### config.mk
export PLATFORM = sky130hd
export DESIGN_NAME = global_fault_recorder
export DESIGN_NICKNAME = d
export VERILOG_FILES = /design/src/verilog/fault_recorder_pkg.sv /design/src/verilog/global_fault_recorder.sv
export VERILOG_INCLUDE_DIRS = /design/src /design/src/verilog
export SDC_FILE = /design/constraint.sdc
export NUM_CORES = 1
export LEC_CHECK = 0
export ABC_AREA = 1
export BUFFER_PORTS_ARGS = -buffer_cell sky130_fd_sc_hd__buf_2
export CORE_AREA = 2 2 188 190
export DETAILED_ROUTE_END_ITERATION = 10
export DIE_AREA = 0 0 190 192
export PLACE_DENSITY = 0.64
export SYNTH_ARGS = -nofsm -noshare
export SYNTH_HDL_FRONTEND = slang
export SYNTH_SLANG_ARGS = --single-unit
### constraint.sdc
create_clock -name clk -period 3.3 [get_ports clk]
set_input_delay 0.495 -clock clk [delete_from_list [all_inputs] [get_ports clk]]
set_output_delay 0.495 -clock clk [all_outputs]
set_load 0.005 [all_outputs]
### src/verilog/fault_recorder_params.svh
// Offsets, field positions, reset values and the behaviour list of the global fault recorder
`ifndef FAULT_RECORDER_PARAMS_SVH
`define FAULT_RECORDER_PARAMS_SVH
// Behaviour
// - Config access fault records status, address, first syndrome
// - External fault updates only the status unless it is also a fetch fault
// - Separate Secure and Non-secure status copies
// - First non-external fault on clear status records everything
// - Later fault only sets multiple-fault flag
// - Nested bit marks initial versus stage-2 context
// - Secure fetch check faults non-secure instruction exits
// - Fetch fault goes global without context bank
// - Faulting transaction terminated, reads zero, writes dropped
// - Abort only when matching report enable set
// - Non-secure config interrupt from access fault flag
// - Non-secure global interrupt for other faults
// - Multiple flag raises global, not config interrupt
// - Secure copy drives Secure interrupt pair
// - Untranslated operations still pass stream mapping
// - Unmapped or secure-only access: zero or fault
// - Unimplemented bits read zero, ignore writes
// - Unprivileged access: zero or fault
// - Non-secure touching Secure resource records Secure
// - Secure syndrome holds non-secure origin bit
// - Secure-only global space sends config access faults Secure

// ****************************************************************
// Register byte offsets
// ****************************************************************
`define OFS_CTRL_NS       12'h000
`define OFS_CTRL_S        12'h004
`define OFS_SCTRL1        12'h008
`define OFS_BANK_NS       12'h010
`define OFS_BANK_S        12'h020
`define OFS_STATUS        12'h000
`define OFS_ADDRESS       12'h004
`define OFS_SYND_FIRST    12'h008
`define OFS_SYND_SECOND   12'h00c

// ****************************************************************
// Field positions
// ****************************************************************
`define BIT_INVALID_CTX   0
`define BIT_UNID_STREAM   1
`define BIT_UNIMPL_IRQ    2
`define BIT_UNIMPL_CB     3
`define BIT_PERMISSION    4
`define BIT_CAF           5
`define BIT_EXTERNAL      6
`define BIT_MATCH_CONFL   7
`define BIT_MULTI         31
`define BIT_GLOBAL_FAULT_ABORT_ENABLE          1
`define BIT_GLOBAL_FAULT_IRQ_ENABLE          2
`define BIT_CONFIG_FAULT_ABORT_ENABLE       4
`define BIT_CONFIG_FAULT_IRQ_ENABLE       5
`define BIT_SIF           0
`define BIT_SECURE_ONLY_GLOBAL_SPACE        1
`define CTRL_MASK         32'h0000_0036
`define SCTRL1_MASK       32'h0000_0003
`define STATUS_MASK       32'h8000_00ff
`define RESET_ZERO        32'h0000_0000
`endif

### src/verilog/fault_recorder_pkg.sv
// Types shared by the global fault recorder and its bench
package fault_recorder_pkg;
	typedef enum logic [2:0]
	{
		FK_NONE, FK_INVALID_CTX, FK_UNID_STREAM, FK_MATCH_CONFL,
		FK_UNIMPL_CB, FK_UNIMPL_IRQ, FK_EXTERNAL
	} fault_kind_t;

	typedef struct packed
	{
		logic        valid;
		fault_kind_t kind;
		logic        secure;
		logic        nested;
		logic        instr;
		logic        ns_exit;
		logic        ctx_assoc;
		logic        write;
		logic        priv;
		logic [31:0] addr;
		logic [15:0] stream_id;
	} client_txn_t;

	typedef struct packed
	{
		logic        done;
		logic        abort;
		logic        write_dropped;
		logic [31:0] rdata;
	} client_resp_t;

	typedef struct packed
	{
		logic nonsecure_origin_bit;
		logic instr;
		logic write;
		logic nested;
	} syndrome_first_t;

	typedef struct packed
	{
		logic nonsecure_config_fault_irq;
		logic nonsecure_global_fault_irq;
		logic secure_config_fault_irq;
		logic secure_global_fault_irq;
	} irq_t;
endpackage

### src/verilog/global_fault_recorder.sv
// Global fault recorder: banked status capture, termination, interrupts, APB config space
`timescale 1ns/1ns
`include "fault_recorder_params.svh"
module global_fault_recorder
#(
	parameter bit SEC_EXT   = 1'b1,
	parameter bit CAF_MODE  = 1'b1,
	parameter bit PRIV_ONLY = 1'b0
)
(
	input  wire logic                          clk,
	input  wire logic                          sys_rst,
	input  wire logic                          psel,
	input  wire logic                          penable,
	input  wire logic                          pwrite,
	input  wire logic [11:0]                   paddr,
	input  wire logic [31:0]                   pwdata,
	input  wire logic [2:0]                    pprot,
	output logic                               pready,
	output logic [31:0]                        prdata,
	output logic                               pslverr,
	input  wire fault_recorder_pkg::client_txn_t  client_txn,
	output fault_recorder_pkg::client_resp_t      client_resp,
	output logic                               cb_perm_fault,
	output fault_recorder_pkg::irq_t              irq
);
	// ****************************************************************
	// Register bank signals, index 0 Non-secure, index 1 Secure
	// ****************************************************************
	logic [31:0] status_q  [2];
	logic [31:0] address_q [2];
	logic [31:0] synd0_q   [2];
	logic [31:0] synd1_q   [2];
	logic [31:0] ctrl_q    [2];
	logic [31:0] sctrl1_reg;
	logic [31:0] prdata_reg;
	logic        pslverr_reg;
	logic        cb_perm_reg;
	fault_recorder_pkg::client_resp_t resp_reg;
	fault_recorder_pkg::irq_t         irq_reg;

	logic        setup;
	logic        access;
	logic        sec_acc;
	logic        is_secure_reg;
	logic        mapped;
	logic        bad_access;
	logic        cfg_bank;
	logic [31:0] rd_val;
	logic [1:0]  cfg_ev;
	logic [1:0]  cli_ev;
	logic [1:0]  clr_sel;
	logic [1:0]  ctrl_wr;
	logic        sctrl1_wr;
	logic [31:0] cfg_synd0;

	logic        fetch_fault;
	logic        cli_fault;
	logic        cli_global;
	logic        cli_bank;
	logic [31:0] cli_mask;
	logic [31:0] cli_synd0;
	logic        secure_only_global_space;
	logic        secure_fetch_check_enable;

	assign setup   = psel & ~penable;
	assign access  = psel & penable;
	assign sec_acc = ~pprot[1];
	assign secure_only_global_space  = SEC_EXT & sctrl1_reg[`BIT_SECURE_ONLY_GLOBAL_SPACE];
	assign secure_fetch_check_enable     = SEC_EXT & sctrl1_reg[`BIT_SIF];

	// ****************************************************************
	// Configuration space decode
	// ****************************************************************
	always_comb
	begin
		mapped        = 1'b1;
		is_secure_reg = 1'b0;
		rd_val        = `RESET_ZERO;
		case (paddr)
			`OFS_CTRL_NS:                      rd_val = ctrl_q[0];
			`OFS_CTRL_S:
			begin
				is_secure_reg = 1'b1;
				rd_val        = ctrl_q[1];
			end
			`OFS_SCTRL1:
			begin
				is_secure_reg = 1'b1;
				rd_val        = sctrl1_reg;
			end
			`OFS_BANK_NS + `OFS_STATUS:        rd_val = status_q[0];
			`OFS_BANK_NS + `OFS_ADDRESS:       rd_val = address_q[0];
			`OFS_BANK_NS + `OFS_SYND_FIRST:    rd_val = synd0_q[0];
			`OFS_BANK_NS + `OFS_SYND_SECOND:   rd_val = synd1_q[0];
			`OFS_BANK_S + `OFS_STATUS:
			begin
				is_secure_reg = 1'b1;
				rd_val        = status_q[1];
			end
			`OFS_BANK_S + `OFS_ADDRESS:
			begin
				is_secure_reg = 1'b1;
				rd_val        = address_q[1];
			end
			`OFS_BANK_S + `OFS_SYND_FIRST:
			begin
				is_secure_reg = 1'b1;
				rd_val        = synd0_q[1];
			end
			`OFS_BANK_S + `OFS_SYND_SECOND:
			begin
				is_secure_reg = 1'b1;
				rd_val        = synd1_q[1];
			end
			default:                           mapped = 1'b0;
		endcase
		// Without a Secure side the Secure registers simply do not exist
		if (!SEC_EXT && is_secure_reg)
		begin
			mapped = 1'b0;
		end
	end

	// Unmapped, Secure-only and unprivileged accesses all fall here
	assign bad_access = ~mapped
		| (is_secure_reg & ~sec_acc)
		| (secure_only_global_space & ~sec_acc)
		| (PRIV_ONLY & ~pprot[0]);

	// Secure resources and the Secure-only global space log to the Secure copy
	assign cfg_bank = SEC_EXT & (sec_acc | is_secure_reg | secure_only_global_space);

	always_comb
	begin
		cfg_synd0                                 = `RESET_ZERO;
		cfg_synd0[3]                              = ~sec_acc;
		cfg_synd0[2]                              = 1'b0;
		cfg_synd0[1]                              = pwrite;
		cfg_synd0[0]                              = 1'b0;
	end

	always_comb
	begin
		cfg_ev    = 2'b00;
		clr_sel   = 2'b00;
		ctrl_wr   = 2'b00;
		sctrl1_wr = 1'b0;
		if (access && bad_access && CAF_MODE)
		begin
			cfg_ev[cfg_bank] = 1'b1;
		end
		if (access && pwrite && !bad_access)
		begin
			case (paddr)
				`OFS_CTRL_NS:                 ctrl_wr[0] = 1'b1;
				`OFS_CTRL_S:                  ctrl_wr[1] = 1'b1;
				`OFS_SCTRL1:                  sctrl1_wr  = 1'b1;
				`OFS_BANK_NS + `OFS_STATUS:   clr_sel[0] = 1'b1;
				`OFS_BANK_S + `OFS_STATUS:    clr_sel[1] = 1'b1;
				default:                      clr_sel    = 2'b00;
			endcase
		end
	end

	// ****************************************************************
	// APB answer, zero wait states
	// ****************************************************************
	// Read data and error are prepared in the setup cycle so both leave flip-flops
	assign pready  = 1'b1;
	assign prdata  = prdata_reg;
	assign pslverr = pslverr_reg;

	always_ff @(posedge clk)
	begin
		if (sys_rst)
		begin
			prdata_reg  <= `RESET_ZERO;
			pslverr_reg <= 1'b0;
		end
		else if (setup)
		begin
			prdata_reg  <= (bad_access || pwrite) ? `RESET_ZERO : rd_val;
			pslverr_reg <= bad_access & CAF_MODE
				& ctrl_q[cfg_bank][`BIT_CONFIG_FAULT_ABORT_ENABLE];
		end
	end

	always_ff @(posedge clk)
	begin
		if (sys_rst)
		begin
			sctrl1_reg <= `RESET_ZERO;
		end
		else if (sctrl1_wr)
		begin
			sctrl1_reg <= pwdata & `SCTRL1_MASK;
		end
	end

	// ****************************************************************
	// Client transaction checks
	// ****************************************************************
	// Untranslated operations arrive here with their stream mapping outcome
	assign fetch_fault = client_txn.valid & secure_fetch_check_enable & client_txn.secure
		& client_txn.instr & client_txn.ns_exit;
	assign cli_fault   = client_txn.valid
		& (client_txn.kind != fault_recorder_pkg::FK_NONE);
	// A fetch fault with a context bank belongs to that bank, not here
	assign cli_global  = cli_fault | (fetch_fault & ~client_txn.ctx_assoc);
	assign cli_bank    = SEC_EXT & (fetch_fault | client_txn.secure);

	always_comb
	begin
		cli_mask = `RESET_ZERO;
		case (client_txn.kind)
			fault_recorder_pkg::FK_INVALID_CTX: cli_mask[`BIT_INVALID_CTX] = 1'b1;
			fault_recorder_pkg::FK_UNID_STREAM: cli_mask[`BIT_UNID_STREAM] = 1'b1;
			fault_recorder_pkg::FK_MATCH_CONFL: cli_mask[`BIT_MATCH_CONFL] = 1'b1;
			fault_recorder_pkg::FK_UNIMPL_CB:   cli_mask[`BIT_UNIMPL_CB]   = 1'b1;
			fault_recorder_pkg::FK_UNIMPL_IRQ:  cli_mask[`BIT_UNIMPL_IRQ]  = 1'b1;
			fault_recorder_pkg::FK_EXTERNAL:    cli_mask[`BIT_EXTERNAL]    = 1'b1;
			default:                            cli_mask                   = `RESET_ZERO;
		endcase
		// A fetch fault owned by a context bank must not mark the global copy
		if (fetch_fault && !client_txn.ctx_assoc)
		begin
			cli_mask[`BIT_PERMISSION] = 1'b1;
		end
	end

	always_comb
	begin
		cli_synd0    = `RESET_ZERO;
		cli_synd0[3] = ~client_txn.secure;
		cli_synd0[2] = client_txn.instr;
		cli_synd0[1] = client_txn.write;
		// Nested only means something for the context selection faults
		cli_synd0[0] = client_txn.nested
			& ((client_txn.kind == fault_recorder_pkg::FK_INVALID_CTX)
			| (client_txn.kind == fault_recorder_pkg::FK_UNIMPL_CB)
			| (client_txn.kind == fault_recorder_pkg::FK_UNIMPL_IRQ));
	end

	always_comb
	begin
		cli_ev           = 2'b00;
		cli_ev[cli_bank] = cli_global;
	end

	always_ff @(posedge clk)
	begin
		if (sys_rst)
		begin
			resp_reg    <= '0;
			cb_perm_reg <= 1'b0;
		end
		else
		begin
			resp_reg.done          <= cli_global;
			resp_reg.abort         <= cli_global
				& ctrl_q[cli_bank][`BIT_GLOBAL_FAULT_ABORT_ENABLE];
			resp_reg.write_dropped <= cli_global & client_txn.write;
			resp_reg.rdata         <= `RESET_ZERO;
			cb_perm_reg            <= fetch_fault & client_txn.ctx_assoc;
		end
	end

	assign client_resp   = resp_reg;
	assign cb_perm_fault = cb_perm_reg;

	// ****************************************************************
	// Banked status, address, syndrome and control
	// ****************************************************************
	genvar b;
	generate
		for (b = 0; b < 2; b = b + 1)
		begin : g_bank
			logic [31:0] status_reg;
			logic [31:0] address_reg;
			logic [31:0] synd0_reg;
			logic [31:0] synd1_reg;
			logic [31:0] ctrl_reg;
			logic [31:0] status_next;
			logic [31:0] address_next;
			logic [31:0] synd0_next;
			logic [31:0] synd1_next;
			logic        busy;

			always_comb
			begin
				status_next  = status_reg;
				address_next = address_reg;
				synd0_next   = synd0_reg;
				synd1_next   = synd1_reg;
				busy         = 1'b0;
				// Clear first so a fault in the same cycle is kept
				if (clr_sel[b])
				begin
					status_next = status_reg & ~(pwdata & `STATUS_MASK);
				end
				busy = (status_next != `RESET_ZERO);
				if (cfg_ev[b])
				begin
					if (busy)
					begin
						status_next[`BIT_MULTI] = 1'b1;
					end
					else
					begin
						status_next[`BIT_CAF] = 1'b1;
						address_next          = {20'h00000, paddr};
						synd0_next            = cfg_synd0;
						synd1_next            = `RESET_ZERO;
					end
					busy = 1'b1;
				end
				// Config fault wins the full record when both land together
				if (cli_ev[b])
				begin
					if (busy)
					begin
						status_next[`BIT_MULTI] = 1'b1;
					end
					else
					begin
						status_next = status_next | cli_mask;
						if (client_txn.kind != fault_recorder_pkg::FK_EXTERNAL || fetch_fault)
						begin
							address_next = client_txn.addr;
							synd0_next   = cli_synd0;
							synd1_next   = {16'h0000, client_txn.stream_id};
						end
						// external faults that are not fetch faults leave address and syndromes alone
					end
				end
			end

			always_ff @(posedge clk)
			begin
				if (sys_rst)
				begin
					status_reg  <= `RESET_ZERO;
					address_reg <= `RESET_ZERO;
					synd0_reg   <= `RESET_ZERO;
					synd1_reg   <= `RESET_ZERO;
				end
				else
				begin
					status_reg  <= status_next;
					address_reg <= address_next;
					synd0_reg   <= synd0_next;
					synd1_reg   <= synd1_next;
				end
			end

			always_ff @(posedge clk)
			begin
				if (sys_rst)
				begin
					ctrl_reg <= `RESET_ZERO;
				end
				else if (ctrl_wr[b])
				begin
					ctrl_reg <= pwdata & `CTRL_MASK;
				end
			end

			assign status_q[b]  = status_reg;
			assign address_q[b] = address_reg;
			assign synd0_q[b]   = synd0_reg;
			assign synd1_q[b]   = synd1_reg;
			assign ctrl_q[b]    = ctrl_reg;
		end
	endgenerate

	// ****************************************************************
	// Interrupt levels
	// ****************************************************************
	// A multiple flag steers to the general line even when it came from a
	// config access fault, so software sees one line for any pile-up
	always_ff @(posedge clk)
	begin
		if (sys_rst)
		begin
			irq_reg <= '0;
		end
		else
		begin
			irq_reg.nonsecure_config_fault_irq <= status_q[0][`BIT_CAF]
				& ~status_q[0][`BIT_MULTI] & ctrl_q[0][`BIT_CONFIG_FAULT_IRQ_ENABLE];
			irq_reg.nonsecure_global_fault_irq <= ((status_q[0] & ~(32'h1 << `BIT_CAF))
				!= `RESET_ZERO) & ctrl_q[0][`BIT_GLOBAL_FAULT_IRQ_ENABLE];
			irq_reg.secure_config_fault_irq    <= SEC_EXT & status_q[1][`BIT_CAF]
				& ~status_q[1][`BIT_MULTI] & ctrl_q[1][`BIT_CONFIG_FAULT_IRQ_ENABLE];
			irq_reg.secure_global_fault_irq    <= SEC_EXT
				& ((status_q[1] & ~(32'h1 << `BIT_CAF)) != `RESET_ZERO)
				& ctrl_q[1][`BIT_GLOBAL_FAULT_IRQ_ENABLE];
		end
	end

	assign irq = irq_reg;
endmodule

======== Yosys cells after proc, flatten, opt, wreduce, memory -nomap -nowiden ========
Index checks and enable logic that the tools add are counted.
operators by class
  add/sub/neg operators ................... 0
  multiply operators ...................... 0
  divide/modulo/power cells ............... 0
  order comparisons ....................... 6
  eq/ne operators ......................... 17
  shifts and indexed selects .............. 0
  multiplexer cells ....................... 78
  bitwise logic cells ..................... 44
  reduce and logical (&&, ||, !) cells .... 18
operators by type and width
  operator             number
  $mux 32              35
  $pmux 32 s11         1
  $reduce_bool 32->1   4
  $and 32x32->32       2
  $or 32x8->32         2
  $mux 31              2
  $eq 12x5->1 const B  4
  $eq 12x6->1 const B  4
  $not 32->32          1
  $mux 1               29
  $and 1x1->1          21
  $mux 5               3
  $eq 12x3->1 const B  1
  $eq 12x4->1 const B  1
  $logic_not 12->1     1
  $mux 2               6
  $reduce_or 11->1     1
  $eq 3x3->1 const B   3
  $or 1x1->1           8
  $not 1->1            7
  $eq 3x2->1 const B   2
  $logic_and 1x1->1    6
  $reduce_or 6->1      1
  $ge 2x2->1 const B   2
  other kinds (10)     16
storage, ports and cells
  flip-flop bits (word level) ............. 339
  bits in latches ......................... 0
  memory bits (writable) .................. 0
  ROM bits ................................ 0
  bits of input ports ..................... 111
  output and inout port bits .............. 74
  logic and storage cells ................. 185
  memories ................................ 0

======== Logic depth before layout (Yosys ltp) ========
  depth in word-level cells ............... 16
  depth in mapped cells ................... 21
  depth with buffers taken out ............ 20

======== Worst setup path before layout ========
Ideal clock, no wire load.
  path kind ............................... input to register
  start ................................... in paddr[9]
  end ..................................... reg g_bank[1].address_reg[30]
  library setup time ...................... 0.132 ns
  arrival time ............................ 2.538 ns
  required time ........................... 3.168 ns
  setup slack ............................. 0.630 ns
  stages .................................. 19
  buffers on the path ..................... 3
  path through ............................ inv_1 nand2_2 nor2_8 nand2_2 nor2_2 nor2_1 nand3_4 nand4_4 buf_6 o21ai_2 nand2_1 nor2_2 nand2_2 nor2_8 o21ai_2 buf_6 buf_6 nand2_1 a21oi_1
on the way
  cells in the longest elaborated chain, start to end .. 16
  elaborated cells between the ends (all ways) .. 40
  classes of those cells .................. 2 x order compare; 10 x eq/ne; 14 x mux; 6 x bitwise; 8 x reduce/logical
ends and longest elaborated chain
  item                                                                         RTL line                                                    RTL
  start, declared                                                              global_fault_recorder.sv:16                                 input wire logic [11:0] paddr,
  $eq 12x6->1 (tied with other cells)                                          global_fault_recorder.sv:80, global_fault_recorder.sv:155
  $reduce_or 6->1 (no source line) / $reduce_or 11->1 (equally long branches)  -
  $mux 1                                                                       global_fault_recorder.sv:80                                 case (paddr)
  $and 1x1->1 / $not 1->1 (equally long branches)                              global_fault_recorder.sv:127, global_fault_recorder.sv:126
  $or 1x1->1                                                                   global_fault_recorder.sv:127                                | (is_secure_reg & ~sec_acc)
  $or 1x1->1                                                                   global_fault_recorder.sv:128                                | (secure_only_global_space & ~sec_acc)
  $logic_not 1->1                                                              global_fault_recorder.sv:153                                if (access && pwrite && !bad_access)
  $logic_and 1x1->1                                                            global_fault_recorder.sv:153
  $mux 2                                                                       global_fault_recorder.sv:153
  $mux 32                                                                      global_fault_recorder.sv:298                                if (clr_sel[b])
  $reduce_bool 32->1 (no source line)                                          -
  $mux 32                                                                      global_fault_recorder.sv:305                                if (busy)
  $mux 32                                                                      global_fault_recorder.sv:303                                if (cfg_ev[b])
  $mux 32                                                                      global_fault_recorder.sv:328                                if (client_txn.kind != fault_recorder_pkg::FK_EXTERNAL || fetch_fault)
  $mux 32                                                                      global_fault_recorder.sv:321                                if (busy)
  $mux 32 (*)                                                                  global_fault_recorder.sv:319                                if (cli_ev[b])
  end signal, assigned                                                         global_fault_recorder.sv:344                                address_reg <= `RESET_ZERO;
  end signal, assigned                                                         global_fault_recorder.sv:351                                address_reg <= address_next;
  end, declared                                                                global_fault_recorder.sv:280                                logic [31:0] address_reg;
Mark *: on every way between the ends. The rest lies on a longest branch, timed or not.
A chain may end at the register's enable or synchronous reset.

======== Final worst setup path ========
  start ................................... in paddr[7]
  end ..................................... reg g_bank[0].synd1_reg[11]
on the way
  cells in the longest elaborated chain, start to end .. 16
  elaborated cells between the ends (all ways) .. 40
  classes of those cells .................. 2 x order compare; 10 x eq/ne; 14 x mux; 6 x bitwise; 8 x reduce/logical
ends and longest elaborated chain
  item                                                                         RTL line                                                    RTL
  $eq 12x6->1 (tied with other cells)                                          global_fault_recorder.sv:80
  $reduce_or 6->1 (no source line) / $reduce_or 11->1 (equally long branches)  -
  $mux 1                                                                       global_fault_recorder.sv:80
  $and 1x1->1 / $not 1->1 (equally long branches)                              global_fault_recorder.sv:127, global_fault_recorder.sv:126
  $or 1x1->1                                                                   global_fault_recorder.sv:127
  $or 1x1->1                                                                   global_fault_recorder.sv:128
  $logic_not 1->1                                                              global_fault_recorder.sv:153
  $logic_and 1x1->1                                                            global_fault_recorder.sv:153
  $mux 2                                                                       global_fault_recorder.sv:153
  $mux 32                                                                      global_fault_recorder.sv:298
  $reduce_bool 32->1 (no source line)                                          -
  $mux 32                                                                      global_fault_recorder.sv:305
  $mux 32                                                                      global_fault_recorder.sv:303
  $mux 32                                                                      global_fault_recorder.sv:328
  $mux 32                                                                      global_fault_recorder.sv:321
  $mux 32 (*)                                                                  global_fault_recorder.sv:319
  end signal, assigned                                                         global_fault_recorder.sv:346                                synd1_reg <= `RESET_ZERO;
  end signal, assigned                                                         global_fault_recorder.sv:353                                synd1_reg <= synd1_next;
  end, declared                                                                global_fault_recorder.sv:282                                logic [31:0] synd1_reg;
Marks and branches as above.

==> run metrics <==
Pre-Repair DR Iteration Count=5; unrepaired setup endpoints after global routing=false; # clock sinks=roughly 260; Placer Congestion=between 0.9 and 1; Core Footprint=around 34000 um^2; initial antenna violation count=2; hold buffers post-CTS=0; Wirelength per Cell=18.29 um; path depth of the worst reg2reg path=13; maxcap violations=0; number of setup violations in the final report=0; Initial Util=34.60%; vias in the first global route=roughly 11000; Cell Chain, Critical Path=buf_2 -> inv_1 -> nand2_1 -> nor2_2 -> nand3_1 -> nand2_1 -> nor2_4 -> nand3_4 -> nand4_4 -> o21ai_0 -> inv_1 -> nor2_1 -> inv_2 -> nor2_4 -> o21ai_2 -> buf_4 -> nand2_1 -> a21oi_1; Finished Cell Area=14060 um^2; share of layout cells above drive strength 1=between 10% and 20%; Routed Antenna Nets=0; # rows=between 60 and 70; met3 Track Usage GR=under 10%; worst skew pair latency=about 0.56 ns; CP endpoint kind=flop; clock skew=0.008773 ns; CP Max Fanout=12; via count=roughly 12000; Num CTS Buffers=27; CP delay by family, top=simple AND/OR/NAND/NOR gates; Hold Fails Final Rpt=0; crit path kind=in2reg; crit path time final=between 2 and 3 ns; Max stage delay cell, worst path=o21ai_0; total routed wirelength=around 40000 um; CP bufs+invs=5; All-Layer GR Usage=a little over a fifth; synthesized instance count=about 1600; Critical Path Source Type=primary input; Crit path depth=18; Worst EP required=between 3 and 4 ns; # nets final=roughly 1800; Pins Over Slew Limit=0; Seq/Total Area, Yosys=between 40% and 50%; EDFF count, synth=0; worst-margin pin slew=0.9647 ns; CTS tree=yes; status=finished, final reports clean; Hold Path Depth=3; CP arrival=3.24 ns; async set or reset register ratio after synthesis=0%; DP Area=approximately 13000 um^2; Finished Layout Cells=between 2000 and 2500; Peak VDD IR=0.3490 mV; Critical Path Max Stage Delay=~0.31 ns; Die Ht=about 190 um; final worst-path cycle share=a little under nine tenths; first-pass GRT wire length=61130 um; Slew HR=~36%; Seq cells post-synth=about 260; final hold slack=between 0.15 and 0.2 ns; Max Freq=between 0.3 and 0.4 GHz; HPWL Detailed=between 20000 and 30000 um; setup repair bufs after CTS=0; DRC errors left=0; Die Area=36480 um^2; root buffer cell=clkbuf_16; largest net degree at the start of global routing=88; vias per cell=~5.3; gr busiest metal=met2; Post-CTS Resized=0; number of synthesis warnings=0; Leakage=approximately 6 nW; I/O pin total=185; class of the worst hold path=in2reg; cell repeated most along the worst path=nand2_1; power per cell area=523.7 nW/um^2; Post-Syn Area=between 10000 and 15000 um^2; area grow syn2layout=18.53%; grt total ovfl=0; Die W=around 190 um; placed cell count=about 2100; CTS H-tree depth=1; I/O Buffers=125; share of the synthesized area in the top cell type=44.04%; top_reg_cell synth=dfxtp_1; clock buffer depth=3; Synth Area per Inst=roughly 7.5 um^2; Worst-path clk slew=around 0.06 ns; met2 Usage GRT=between 30% and 40%; GR Layer Usage met1=28.39%; initial drt markers=1075; dominant cell type by area after synthesis=dfxtp_1; top cells by area, synth=dfxtp_1, nand2_1, a21oi_1; library cells used by synthesis=46
==> final cells by class <==
type | instances | area [um^2]
diodes | 1 | 2.502
clock buffers | 36 | 779.5
well taps | 455 | 569.3
multi-input cells | 1078 | 5500
clock inverters | 14 | 168.9
inverters | 127 | 476.7
fillers | 3466 | 20220
repair buffers | 195 | 1341
flip-flops and latches | 261 | 5225
==> layout by cell type (no fill, tap or decap), types with 4 or more instances in the layout <==
cell type  count
dfxtp_1      261
nand2_2        6
a21oi_1      151
nor3_1        12
nand2_1      374
o21ai_2        4
o22ai_1        6
inv_1        108
nor2_2        10
a22o_1        40
a32o_1        24
nor4_1         5
o21ai_1        5
nor2_4         4
o41ai_1        4
buf_4         56
a221oi_1       7
nand4_1      114
buf_12        15
nand3_1       58
clkinv_2       7
conb_1        33
buf_2        124
nor2_1       130
clkbuf_8       7
o2bb2ai_1      5
inv_2         18
clkbuf_16     27
o31ai_1       25
o21ai_0       35
==> cell families after synthesis <==
family | share of synthesized area [%]
DFF | 44.04
AOI/OAI and AO/OA | 17.21
and+or+nand+nor | 28.01
buffers and inverters | 10.68
other | 0.06329
==> metrics by stage <==
| stage | setup TNS (ns) | util (%) | total power (W) | setup slack (ns) |
|---|---|---|---|---|
| final | 0 | 41.02 | 0.007364 | 0.4544 |
| after global routing | 0 | 41.01 | 0.007614 | 0.1358 |
| after detailed placement | -0.3811 | 38.24 | 0.004190 | -0.03501 |
| after global placement | 0 | 38.24 | 0.004182 | 0.005471 |
| after floorplan | 0 | - | 0.003872 | 0.6297 |
| after CTS | 0 | 41.01 | 0.007398 | 0.5416 |
==> cells in the mapped netlist (17+ instances only) <==
cell and instances:
a21oi_1 151, a22o_1 40, a32o_1 24, buf_2 17, buf_4 41, clkbuf_1 74
dfxtp_1 261, inv_1 110, nand2_1 374, nand3_1 58, nand4_1 114, nor2_1 132
o21ai_0 35, o31ai_1 25
==> path summary, 6_finish.rpt <==
path                                           start                             endpoint  slack, ns
hold / removal                        client_txn[23]  g_bank[1].address_reg[7]$_SDFF_PP0_       0.18
setup reg to reg          sctrl1_reg[1]$_SDFFE_PP0P_   g_bank[0].synd1_reg[11]$_SDFF_PP0_       0.77
setup / recovery                            paddr[7]   g_bank[0].synd1_reg[11]$_SDFF_PP0_       0.45
hold reg to reg   g_bank[0].synd0_reg[27]$_SDFF_PP0_   g_bank[0].synd0_reg[27]$_SDFF_PP0_       0.44
==> power by group <==
part | switching [W] | internal (W)
combinational | 0.000572 | 0.000287
sequential | 0.0000434 | 0.00324
clock | 0.00132 | 0.00190
==> layer usage <==
layer  part of all wire [%]  routed length (um)  vias up
met2                     45               17780      512
li1                       -                   -     5532
met1                     43               16920     5362
met5                  0.025                  10        -
met3                    8.7                3448       99
met4                    3.7                1482        2
==> worst register-to-register path: stages, from the launching register on <==
cell,delay [ns]
dfxtp_1,0.33
nor2_1,0.17
nand2_2,0.10
nand2_4,0.11
nand4_4,0.21
o21ai_0,0.32
inv_1,0.07
nor2_1,0.17
inv_2,0.08
nor2_4,0.22
o21ai_2,0.20
buf_4,0.26
nand2_1,0.08
a21oi_1,0.07
Power figures use the tool's default switching activity.
